<file path="config.mk">
export PLATFORM = sky130hd
export DESIGN_NAME = wice_decoder
export DESIGN_NICKNAME = d
export VERILOG_FILES = /design/src/wice_pkg.sv /design/src/wice_decoder.sv
export VERILOG_INCLUDE_DIRS = /design/src
export SDC_FILE = /design/constraint.sdc
export NUM_CORES = 1
export LEC_CHECK = 0
export BUFFER_PORTS_ARGS = -buffer_cell sky130_fd_sc_hd__buf_2
export CORE_AREA = 2 2 76 78
export CTS_CLUSTER_DIAMETER = 60
export DETAILED_ROUTE_END_ITERATION = 8
export DIE_AREA = 0 0 78 80
export PLACE_DENSITY = 0.74
export SETUP_SLACK_MARGIN = 0.3
export SLEW_MARGIN = 20
export SYNTH_ARGS = -nofsm -noshare
export SYNTH_HDL_FRONTEND = slang
export SYNTH_SLANG_ARGS = --single-unit
</file>
<file path="constraint.sdc">
create_clock -name i_ref_clk -period 1.5 [get_ports i_ref_clk]
set_input_delay 0.3 -clock i_ref_clk [delete_from_list [all_inputs] [get_ports i_ref_clk]]
set_output_delay 0.3 -clock i_ref_clk [all_outputs]
set_load 0.005 [all_outputs]
</file>
<file path="src/wice_map.svh">
// Field positions and encodings for the wide instruction decoder
`ifndef WICE_MAP_SVH
`define WICE_MAP_SVH
`define WICE_REG_ALL_ONES 4'hf
`define WICE_MAJ_HI 12
`define WICE_MAJ_LO 11
`define WICE_SEC_HI 10
`define WICE_SEC_LO 4
`define WICE_FLAG_BIT 15
`define WICE_I_BIT 10
`define WICE_MID_HI 14
`define WICE_MID_LO 12
`define WICE_DP_OP_HI 8
`define WICE_DP_OP_LO 4
`define WICE_RN_HI 3
`define WICE_RN_LO 0
`define WICE_RD_HI 11
`define WICE_RD_LO 8
`endif

</file>
<file path="src/wice_pkg.sv">
// Types for the wide instruction decoder
`default_nettype none
package wice_pkg;
    typedef enum logic [3:0] {
        WICE_CLS_NARROW = 4'h0,
        WICE_CLS_LDST_MULTI = 4'h1,
        WICE_CLS_LDST_DUAL = 4'h2,
        WICE_CLS_DP_SHIFT = 4'h3,
        WICE_CLS_COPROC = 4'h4,
        WICE_CLS_DP_MODIMM = 4'h5,
        WICE_CLS_DP_PLAINIMM = 4'h6,
        WICE_CLS_BRANCH_MISC = 4'h7,
        WICE_CLS_STORE_SINGLE = 4'h8,
        WICE_CLS_LOAD_BYTE = 4'h9,
        WICE_CLS_LOAD_HALF = 4'ha,
        WICE_CLS_LOAD_WORD = 4'hb,
        WICE_CLS_DP_REG = 4'hc,
        WICE_CLS_MUL = 4'hd,
        WICE_CLS_LONG_MUL_DIV = 4'he,
        WICE_CLS_UNDEF = 4'hf
    } wice_class_e;
    typedef enum logic [4:0] {
        WICE_OP_NONE = 5'h00, WICE_OP_AND = 5'h01, WICE_OP_TEST = 5'h02,
        WICE_OP_BITCLR = 5'h03, WICE_OP_OR = 5'h04, WICE_OP_MOVE = 5'h05,
        WICE_OP_ORNOT = 5'h06, WICE_OP_NOT = 5'h07, WICE_OP_XOR = 5'h08,
        WICE_OP_TESTEQ = 5'h09, WICE_OP_ADD = 5'h0a, WICE_OP_CMPNEG = 5'h0b,
        WICE_OP_ADDC = 5'h0c, WICE_OP_SUBC = 5'h0d, WICE_OP_SUB = 5'h0e,
        WICE_OP_CMP = 5'h0f, WICE_OP_RSUB = 5'h10, WICE_OP_UNDEF = 5'h11
    } wice_dp_op_e;
    typedef struct packed {
        wice_class_e instr_class;
        wice_dp_op_e dp_op;
        logic is_wide;
        logic undefined;
        logic is_logical;
        logic carry_changes;
        logic carry_value;
        logic [31:0] imm_value;
    } wice_state_s;
endpackage
`default_nettype wire

</file>
<file path="src/wice_decoder.sv">
// Wide instruction class decode and modified-immediate expansion
//
// Function
// - Treat as wide only when the major opcode is nonzero.
// - Major 01: multiple, dual/exclusive, shifted data processing, coprocessor classes.
// - Major 10 flag 0: modified or plain immediate; flag 1: branch and control.
// - Major 11: single store for 000x xx0, byte load for 00xx 001.
// - Major 11: halfword 00xx 011, word 00xx 101, undefined 00xx 111.
// - Major 11: register data, multiply, long multiply/divide, coprocessor classes.
// - Opcodes 0000x AND/test, 0001x bit clear, 0010x OR/move.
// - Opcodes 0011x OR-NOT/NOT, 0100x XOR/test-equivalence.
// - Add/compare-negative, add-carry, subtract-carry, subtract/compare, reverse subtract.
// - Unallocated modified-immediate opcodes are flagged undefined.
// - Top bits 00: zero-extend, halfword-low, halfword-high or four-fold byte pattern.
// - Replicated pattern with zero byte is unpredictable; any value allowed.
// - Otherwise rotate one-plus-seven-bit value right by immediate bits 11:7.
// - Logical ops with 00xxx keep carry; others take constant bit 31.
// - Constant never uses incoming carry; carry-out passes it for patterns.
`include "wice_map.svh"
`default_nettype none
module wice_decoder (
    input wire logic i_ref_clk,
    input wire logic i_reset,
    input wire logic [15:0] i_first_half,
    input wire logic [15:0] i_second_half,
    input wire logic i_carry_in,
    output logic [3:0] o_instr_class,
    output logic [4:0] o_dp_op,
    output logic o_is_wide,
    output logic o_undefined,
    output logic o_is_logical,
    output logic o_carry_changes,
    output logic o_carry_value,
    output logic [31:0] o_imm_value
);
    import wice_pkg::*;

    wice_state_s state_ff;
    wice_state_s nxt_state;

    // Rotate right; pure function so the constant cannot see carry-in
    function automatic logic [31:0] wice_ror(input logic [31:0] val, input logic [4:0] amt);
        logic [63:0] dbl;
        dbl = {val, val} >> amt;
        return dbl[31:0];
    endfunction

    function automatic logic wice_match(input logic [6:0] val, input logic [6:0] pat,
                                        input logic [6:0] care);
        return ((val ^ pat) & care) == 7'h00;
    endfunction

    // Register field of all ones selects the alternate operation form
    function automatic logic wice_all_ones(input logic [3:0] reg_field);
        return reg_field == `WICE_REG_ALL_ONES;
    endfunction

    // Rotated form whenever the top two immediate bits are nonzero
    function automatic logic wice_is_rotated(input logic [11:0] imm);
        return imm[11:10] != 2'b00;
    endfunction

    // Byte placement for the unrotated forms
    function automatic logic [31:0] wice_byte_pattern(input logic [1:0] sel,
                                                      input logic [7:0] val);
        logic [31:0] pat;
        case (sel)
            2'b00: pat = {24'h00_0000, val};
            2'b01: pat = {8'h00, val, 8'h00, val};
            2'b10: pat = {val, 8'h00, val, 8'h00};
            default: pat = {4{val}};
        endcase
        return pat;
    endfunction

    logic [1:0] major_opcode;
    logic [6:0] secondary_opcode;
    logic second_half_flag;
    logic [3:0] first_operand_reg;
    logic [3:0] dest_reg;
    logic [2:0] mid_imm_field;
    logic [11:0] packed_twelve_bit_imm;
    logic [4:0] dp_opcode;
    logic [7:0] low_byte;
    logic [31:0] unrotated;
    logic [31:0] expanded;
    logic expand_carry;
    logic rn_all;
    logic rd_all;

    always_comb begin
        major_opcode = i_first_half[`WICE_MAJ_HI:`WICE_MAJ_LO];
        secondary_opcode = i_first_half[`WICE_SEC_HI:`WICE_SEC_LO];
        second_half_flag = i_second_half[`WICE_FLAG_BIT];
        first_operand_reg = i_first_half[`WICE_RN_HI:`WICE_RN_LO];
        dest_reg = i_second_half[`WICE_RD_HI:`WICE_RD_LO];
        mid_imm_field = i_second_half[`WICE_MID_HI:`WICE_MID_LO];
        dp_opcode = i_first_half[`WICE_DP_OP_HI:`WICE_DP_OP_LO];
        low_byte = i_second_half[7:0];
        rn_all = wice_all_ones(first_operand_reg);
        rd_all = wice_all_ones(dest_reg);
        packed_twelve_bit_imm = {i_first_half[`WICE_I_BIT], mid_imm_field, low_byte};
    end

    // imm_expand_with_carry
    always_comb begin
        unrotated = {24'h00_0000, 1'b1, packed_twelve_bit_imm[6:0]};
        if (!wice_is_rotated(packed_twelve_bit_imm)) begin
            // Zero byte on replicated forms is unpredictable; we just replicate
            expanded = wice_byte_pattern(packed_twelve_bit_imm[9:8], low_byte);
            expand_carry = i_carry_in;
        end else begin
            // Carry-out of a rotate is the top bit it lands on
            expanded = wice_ror(unrotated, packed_twelve_bit_imm[11:7]);
            expand_carry = expanded[31];
        end
    end

    always_comb begin
        nxt_state = '0;
        nxt_state.instr_class = WICE_CLS_NARROW;
        nxt_state.dp_op = WICE_OP_NONE;
        nxt_state.imm_value = expanded;
        nxt_state.is_wide = major_opcode != 2'b00;
        case (major_opcode)
            2'b01: begin
                if (secondary_opcode[6])
                    nxt_state.instr_class = WICE_CLS_COPROC;
                else if (secondary_opcode[5])
                    nxt_state.instr_class = WICE_CLS_DP_SHIFT;
                else if (secondary_opcode[2])
                    nxt_state.instr_class = WICE_CLS_LDST_DUAL;
                else
                    nxt_state.instr_class = WICE_CLS_LDST_MULTI;
            end
            2'b10: begin
                if (second_half_flag)
                    nxt_state.instr_class = WICE_CLS_BRANCH_MISC;
                else if (secondary_opcode[5])
                    nxt_state.instr_class = WICE_CLS_DP_PLAINIMM;
                else
                    nxt_state.instr_class = WICE_CLS_DP_MODIMM;
            end
            2'b11: begin
                // Wide rows first; load and store rows only once bits 6:5 are 00
                if (secondary_opcode[6])
                    nxt_state.instr_class = WICE_CLS_COPROC;
                else if (secondary_opcode[5:3] == 3'b111)
                    nxt_state.instr_class = WICE_CLS_LONG_MUL_DIV;
                else if (secondary_opcode[5:3] == 3'b110)
                    nxt_state.instr_class = WICE_CLS_MUL;
                else if (secondary_opcode[5:4] == 2'b10)
                    nxt_state.instr_class = WICE_CLS_DP_REG;
                else if (wice_match(secondary_opcode, 7'b0000000, 7'b1110001))
                    nxt_state.instr_class = WICE_CLS_STORE_SINGLE;
                else if (secondary_opcode[2:0] == 3'b001)
                    nxt_state.instr_class = WICE_CLS_LOAD_BYTE;
                else if (secondary_opcode[2:0] == 3'b011)
                    nxt_state.instr_class = WICE_CLS_LOAD_HALF;
                else if (secondary_opcode[2:0] == 3'b101)
                    nxt_state.instr_class = WICE_CLS_LOAD_WORD;
                else
                    nxt_state.instr_class = WICE_CLS_UNDEF;
            end
            default: nxt_state.instr_class = WICE_CLS_NARROW;
        endcase
        // Operation only for the modified-immediate class; others report none
        if (nxt_state.instr_class == WICE_CLS_DP_MODIMM) begin
            case (dp_opcode[4:1])
                4'h0: begin
                    nxt_state.dp_op = rd_all ? WICE_OP_TEST : WICE_OP_AND;
                    nxt_state.is_logical = 1'b1;
                end
                4'h1: begin
                    nxt_state.dp_op = WICE_OP_BITCLR;
                    nxt_state.is_logical = 1'b1;
                end
                4'h2: begin
                    nxt_state.dp_op = rn_all ? WICE_OP_MOVE : WICE_OP_OR;
                    nxt_state.is_logical = 1'b1;
                end
                4'h3: begin
                    nxt_state.dp_op = rn_all ? WICE_OP_NOT : WICE_OP_ORNOT;
                    nxt_state.is_logical = 1'b1;
                end
                4'h4: begin
                    nxt_state.dp_op = rd_all ? WICE_OP_TESTEQ : WICE_OP_XOR;
                    nxt_state.is_logical = 1'b1;
                end
                4'h8: nxt_state.dp_op = rd_all ? WICE_OP_CMPNEG : WICE_OP_ADD;
                4'ha: nxt_state.dp_op = WICE_OP_ADDC;
                4'hb: nxt_state.dp_op = WICE_OP_SUBC;
                4'hd: nxt_state.dp_op = rd_all ? WICE_OP_CMP : WICE_OP_SUB;
                4'he: nxt_state.dp_op = WICE_OP_RSUB;
                default: nxt_state.dp_op = WICE_OP_UNDEF;
            endcase
        end
        nxt_state.undefined = (nxt_state.instr_class == WICE_CLS_UNDEF)
                              || (nxt_state.dp_op == WICE_OP_UNDEF);
        // Flag-setting still gated by execute; we only say whether carry would move
        nxt_state.carry_changes = nxt_state.is_logical
                                  && wice_is_rotated(packed_twelve_bit_imm);
        nxt_state.carry_value = nxt_state.carry_changes ? expanded[31] : expand_carry;
    end

    // Registered so execute never sees a half-settled decode
    always_ff @(posedge i_ref_clk) begin
        if (i_reset)
            state_ff <= '0;
        else
            state_ff <= nxt_state;
    end

    assign o_instr_class = state_ff.instr_class;
    assign o_dp_op = state_ff.dp_op;
    assign o_is_wide = state_ff.is_wide;
    assign o_undefined = state_ff.undefined;
    assign o_is_logical = state_ff.is_logical;
    assign o_carry_changes = state_ff.carry_changes;
    assign o_carry_value = state_ff.carry_value;
    assign o_imm_value = state_ff.imm_value;
endmodule
`default_nettype wire

</file>
Word level (Yosys, flattened, before mapping)
Cells that the tools add are included.
{"block": "totals", "ff_bits": 46, "latchBits": 0, "ram_bits": 0, "rom_bits": 0, "input_bits": 35, "wordCells": 70, "n_memories": 0}
{"block": "op_classes", "addsub": 0, "n_mul": 0, "div": 0, "magnitude_cmp": 0, "n_eq_ne": 25, "shifts": 1, "muxes": 28, "bitwise": 0, "n_reduce_logical": 8}
{"cell": "one-hot mux 32 bit (3 select lines)", "count": 1}
{"cell": "one-hot mux 5 bit (10 select lines)", "count": 1}
{"cell": "right shift 40 x 5 -> 32 bit", "count": 1}
{"cell": "equality test 4 bit (second input constant)", "count": 8}
{"cell": "two-way mux 32 bit", "count": 1}
{"cell": "two-way mux 3 bit", "count": 8}
{"cell": "one-hot mux 4 bit (3 select lines)", "count": 1}
{"cell": "two-way mux 2 bit", "count": 5}
{"cell": "equality test 3 bit (second input constant)", "count": 3}
{"cell": "two-way mux 1 bit", "count": 9}
{"cell": "equality test 2 bit (second input constant)", "count": 4}
{"cell": "equality test 4 x 2 -> 1 bit (second input constant)", "count": 2}
{"cell": "equality test 4 x 3 -> 1 bit (second input constant)", "count": 2}
{"cell": "zero test 7 bit", "count": 1}
{"cell": "equality test 5 bit (second input constant)", "count": 1}
{"cell": "two-way mux 5 bit", "count": 1}
{"cell": "OR reduction 5 bit", "count": 1}
{"cell": "equality test 2 x 1 -> 1 bit (second input constant)", "count": 2}
{"cell": "equality test 4 x 1 -> 1 bit (second input constant)", "count": 1}
{"cell": "zero test 4 bit", "count": 1}
{"cell": "two-way mux 4 bit", "count": 1}
{"cell": "nonzero test 2 bit", "count": 2}
{"cell": "equality test 3 x 1 -> 1 bit (second input constant)", "count": 1}
{"cell": "equality test 3 x 2 -> 1 bit (second input constant)", "count": 1}
{"cell": "other kinds (3)", "count": 3}

Logic depth before layout (Yosys ltp)
{"block": "logic_depth", "depth_word": 14, "mapped_depth": 6, "ltp_nobuf": 4}

Worst setup path before layout
Ideal clock, no wire load.
{"block": "synth_timing", "path_type": "in2reg", "startpoint": "in i_second_half[5]", "endpoint": "reg state_ff, in the netlist o_imm_value[23]", "t_arrival_ps": 1294, "required_time_ps": 1374, "path_slack_ps": 80, "path_stages": 4, "n_path_buf": 1, "path_cell_list": "clkbuf_1 -> mux4_1 -> mux2i_1 -> o22ai_1"}
{"block": "synth_between", "elab_chain_cells": 2}
{"element": "start, declared", "line": "wice_decoder.sv:25", "source": "input wire logic [15:0] i_second_half,"}
{"element": "right shift 40 x 5 -> 32 bit", "line": "wice_decoder.sv:44", "source": "dbl = {val, val} >> amt;"}
{"element": "two-way mux 32 bit", "line": "wice_decoder.sv:108", "source": "if (!wice_is_rotated(packed_twelve_bit_imm)) begin"}
{"element": "end signal, assigned", "line": "wice_decoder.sv:211", "source": "state_ff <= nxt_state;"}
{"element": "end, declared", "line": "wice_decoder.sv:38", "source": "wice_state_s state_ff;"}
Every way passes these cells.
A chain may end at the register's enable or synchronous reset.

Worst setup path in the final report
{"block": "layout_timing", "startpoint": "in i_first_half[6]", "endpoint": "reg state_ff, in the netlist o_undefined"}
{"block": "layout_between", "elab_chain_cells": 14, "word_cells_on_any_way": 31}
{"element": "start, declared", "line": "wice_decoder.sv:24", "source": "input wire logic [15:0] i_first_half,"}
{"element": "equality test 3 bit", "line": "wice_decoder.sv:160", "source": "else if (secondary_opcode[2:0] == 3'b101)"}
{"element": "two-way mux 3 bit", "line": "wice_decoder.sv:160"}
{"element": "two-way mux 3 bit", "line": "wice_decoder.sv:158", "source": "else if (secondary_opcode[2:0] == 3'b011)"}
{"element": "two-way mux 3 bit", "line": "wice_decoder.sv:156", "source": "else if (secondary_opcode[2:0] == 3'b001)"}
{"element": "two-way mux 3 bit", "line": "wice_decoder.sv:154", "source": "else if (wice_match(secondary_opcode, 7'b0000000, 7'b1110001))"}
{"element": "two-way mux 3 bit", "line": "wice_decoder.sv:152", "source": "else if (secondary_opcode[5:4] == 2'b10)"}
{"element": "two-way mux 3 bit", "line": "wice_decoder.sv:150", "source": "else if (secondary_opcode[5:3] == 3'b110)"}
{"element": "two-way mux 3 bit", "line": "wice_decoder.sv:148", "source": "else if (secondary_opcode[5:3] == 3'b111)"}
{"element": "two-way mux 4 bit", "line": "wice_decoder.sv:146", "source": "if (secondary_opcode[6])"}
{"element": "one-hot mux 4 bit (3 select lines)", "line": "wice_decoder.sv:125", "source": "case (major_opcode)"}
{"element": "equality test 4 x 3 -> 1 bit", "line": "wice_decoder.sv:168", "source": "if (nxt_state.instr_class == WICE_CLS_DP_MODIMM) begin"}
{"element": "two-way mux 5 bit", "line": "wice_decoder.sv:168"}
{"element": "equality test 5 bit", "line": "wice_decoder.sv:199", "source": "|| (nxt_state.dp_op == WICE_OP_UNDEF);"}
{"element": "logical OR 1 bit *", "line": "wice_decoder.sv:199"}
Every way passes the cells marked *; elsewhere a longest branch is shown, timed or not.

==> summary.md <==
| Metric | Value |
|---|---|
| Fin. max-slew vios | 0 |
| Startpoint Class | input port |
| IO buf count | 77 |
| Non-Filler Instances | 459 |
| Status | finished, final reports clean |
| Sequential Area | 921 um2 |
| Via count | 2562 |
| # setup viols final | 0 |
| I/O pin cnt | about 80 |
| GRT Overall Usage | 22.5% |
| Layout Area Growth over Synthesis | 46.0% |
| Cell taking the most area after synthesis | dfxtp_1 |
| Top cell type's share of synthesized area | 38.5% |
| CP Capture Type | flip-flop |
| Syn Nets | 309 |
| Seq/Total Area, Yosys | 38.5% |
| Synth cell count leaders | 46 x dfxtp_1, 22 x a21oi_1, 20 x nand2_1, 15 x nor2_1, 14 x clkbuf_1 |
| Async S/R FF share, synth | 0% |
| Post-Syn Area per Cell | 8.72 um2 |
| Synth Instances | between 200 and 300 |
| Crit-path max FO | 2 |
| Layout cells sized above 1 | 43.4% |
| Count of unique library cells instantiated by Yosys | 53 |
| First-pass GRT wire length | between 10000 and 15000 um |
| Multi-input gate area | about 1500 um2 |
| H-tree depth | 2 |
| Final core occ | 64.5% |
| Starting Density | 44.2% |
| Maximum VDD drop | 0.000445 V |
| Leak | roughly 1.5 nW |
| Worst rel slew slack | between 70% and 80% |
| CP required | 1.69 ns |
| Synth Register Bits | 46 |
| Via/cell ratio | 5.58 |
| Number of global-route vias before repair | 2370 |
| Post-layout nets | 422 |
| # DRC | 0 |
| Tightest Pin Transition | 0.362 ns |
| Final count of hold timing violations | 0 |
| Setup WS pre-CTS | -0.104 ns |
| Post-DP HPWL | 5030 um |
| Main synth FF type | dfxtp_1 |
| Number of synthesized flops with an enable pin | 0 |
| Largest cells by area after synthesis | dfxtp_1 39%, a21oi_1 4.6%, mux2i_1 4.2% |
| CTS tree | yes |
| Die footprint | 6240 um2 |
| Critical Path AT | 1.45 ns |
| Clock Path Buffers | 2 |
| Worst Slack Setup Final | 0.240 ns |
| Sink Count | 46 |
| Fmax | 794 MHz |
| First DRT Iteration DRCs | 117 |
| Routed WL | about 7000 um |
| Most common cell in the synthesized netlist | dfxtp_1 |
| Syn Std Cell Area | 2390 um2 |
| Setup repair after global routing missed its margin | true |
| CTS clk-pin slew, worst paths | 0.08 ns |
| Total grt overflow | 0 |
| Fin crit share | 84.0% |
| Core area | approximately 5400 um2 |
| Largest net degree at the start of global routing | 19 |
| Power Dens Cells | between 800 and 900 nW/um2 |
| Placed Instances | 447 |
| Std-Cell Rows | 27 |
| HP Class | in -> reg |
| DRT Pass-1 Iters | 4 |
| Final ANT Viol Nets | 0 |
| Syn. warnings | 0 |
| Inserted Diodes | 0 |
| GPL Wtd Cong | 0.875 |
| Initial antenna violation count | 0 |
| Final min period | approximately 1.3 ns |
| Max_cap viols | 0 |
| Post-CTS Hold Fix Bufs | 0 |
| CTS buffer count | 5 |
| Setup CP Type | in -> reg |
| Fill cells | between 400 and 500 |
| CTS Root Cell | clkbuf_8 |
| Die Ht | around 80 um |
| Die Span X | about 78 um |
| Min Hold Slack | 0.266 ns |
| Routed length per placed instance | between 15 and 20 um |
[sequential cells by signal, indices dropped and copies added (netlist names)]
signal / cells
o_is_wide: 1
o_is_logical: 1
o_carry_changes: 1
o_carry_value: 1
o_imm_value: 32
o_dp_op: 5
o_undefined: 1
o_instr_class: 4
[worst paths after layout]
| check | startpoint | end | slack, ns | cells past startpoint |
|---|---|---|---|---|
| worst max-delay path | i_first_half[6] | o_undefined | 0.24 | 5 |
| worst min-delay path | i_carry_in | o_carry_value | 0.27 | 3 |
[metrics by stage]
| stage | power [mW] | setup TNS [ns] | instance area [um2] |
|---|---|---|---|
| final | 2.90 | 0 | 3490 |
| after global routing | 3.03 | 0 | 3490 |
| after CTS | 2.86 | 0 | 3380 |
| after detailed placement | 1.93 | -0.857 | 3190 |
| after global placement | 1.92 | -0.575 | 3190 |
| after floorplan | 1.67 | 0 | 2470 |
[per-layer routing]
layer / wire length, um / track usage (%) / part of all wire [%]
met5: 0 / 0 / 0
met4: 146 / 8.07 / 2.1
met3: 444 / 3.73 / 6.3
met2: 3500 / 38.2 / 50
met1: 2950 / 28.8 / 42
[critical path: stages]
cell,delay [ns]
buf_6,0.09
or4b_4,0.56
a31oi_4,0.20
a221oi_2,0.06
a32o_1,0.23
[cell type report]
class	instances	area share [%]
clock inverter	1	0.861
tap	72	2.58
multi-input combinational	197	41.6
timing repair buffer	131	25.6
sequential	46	26.4
clock buffer	6	2.37
inverter	6	0.646
[power breakdown]
group          switching [mW]  leakage, nW  internal, mW
Clock                   0.376       0.0573         0.532
Combinational           0.356         1.10         0.351
Sequential             0.0105        0.376          1.27
[kinds of logic (layout without fill, tap and decap cells)]
| family | Yosys count | in the layout | synth area share [%] |
|---|---|---|---|
| and+or+nand+nor | 99 | 99 | 23.1 |
| muxes | 15 | 15 | 9.01 |
| buffers and inverters | 31 | 144 | 5.86 |
| DFF | 46 | 46 | 38.5 |
| AOI/OAI and AO/OA | 83 | 83 | 23.5 |
[cell usage in the layout, fill, tap and decap left out, types with 9 or more instances in the layout]
master and n:
nand2_1 20, dfxtp_1 46, buf_2 70, o22ai_1 9, buf_4 49, nand3b_1 10, nor2b_1 11, nor2_1 15
a21oi_1 18
[what timing repair did]
item | 4_1_cts | 5_1_grt
hold endpoints to repair | 0 | 0
cloned | 0 | 0
pin swaps | 6 | 12
endpoints found under the setup margin | 16 | 15
gates resized for setup | 11 | 21
setup buffers | 5 | 0
(Power assumes the default switching activity.)
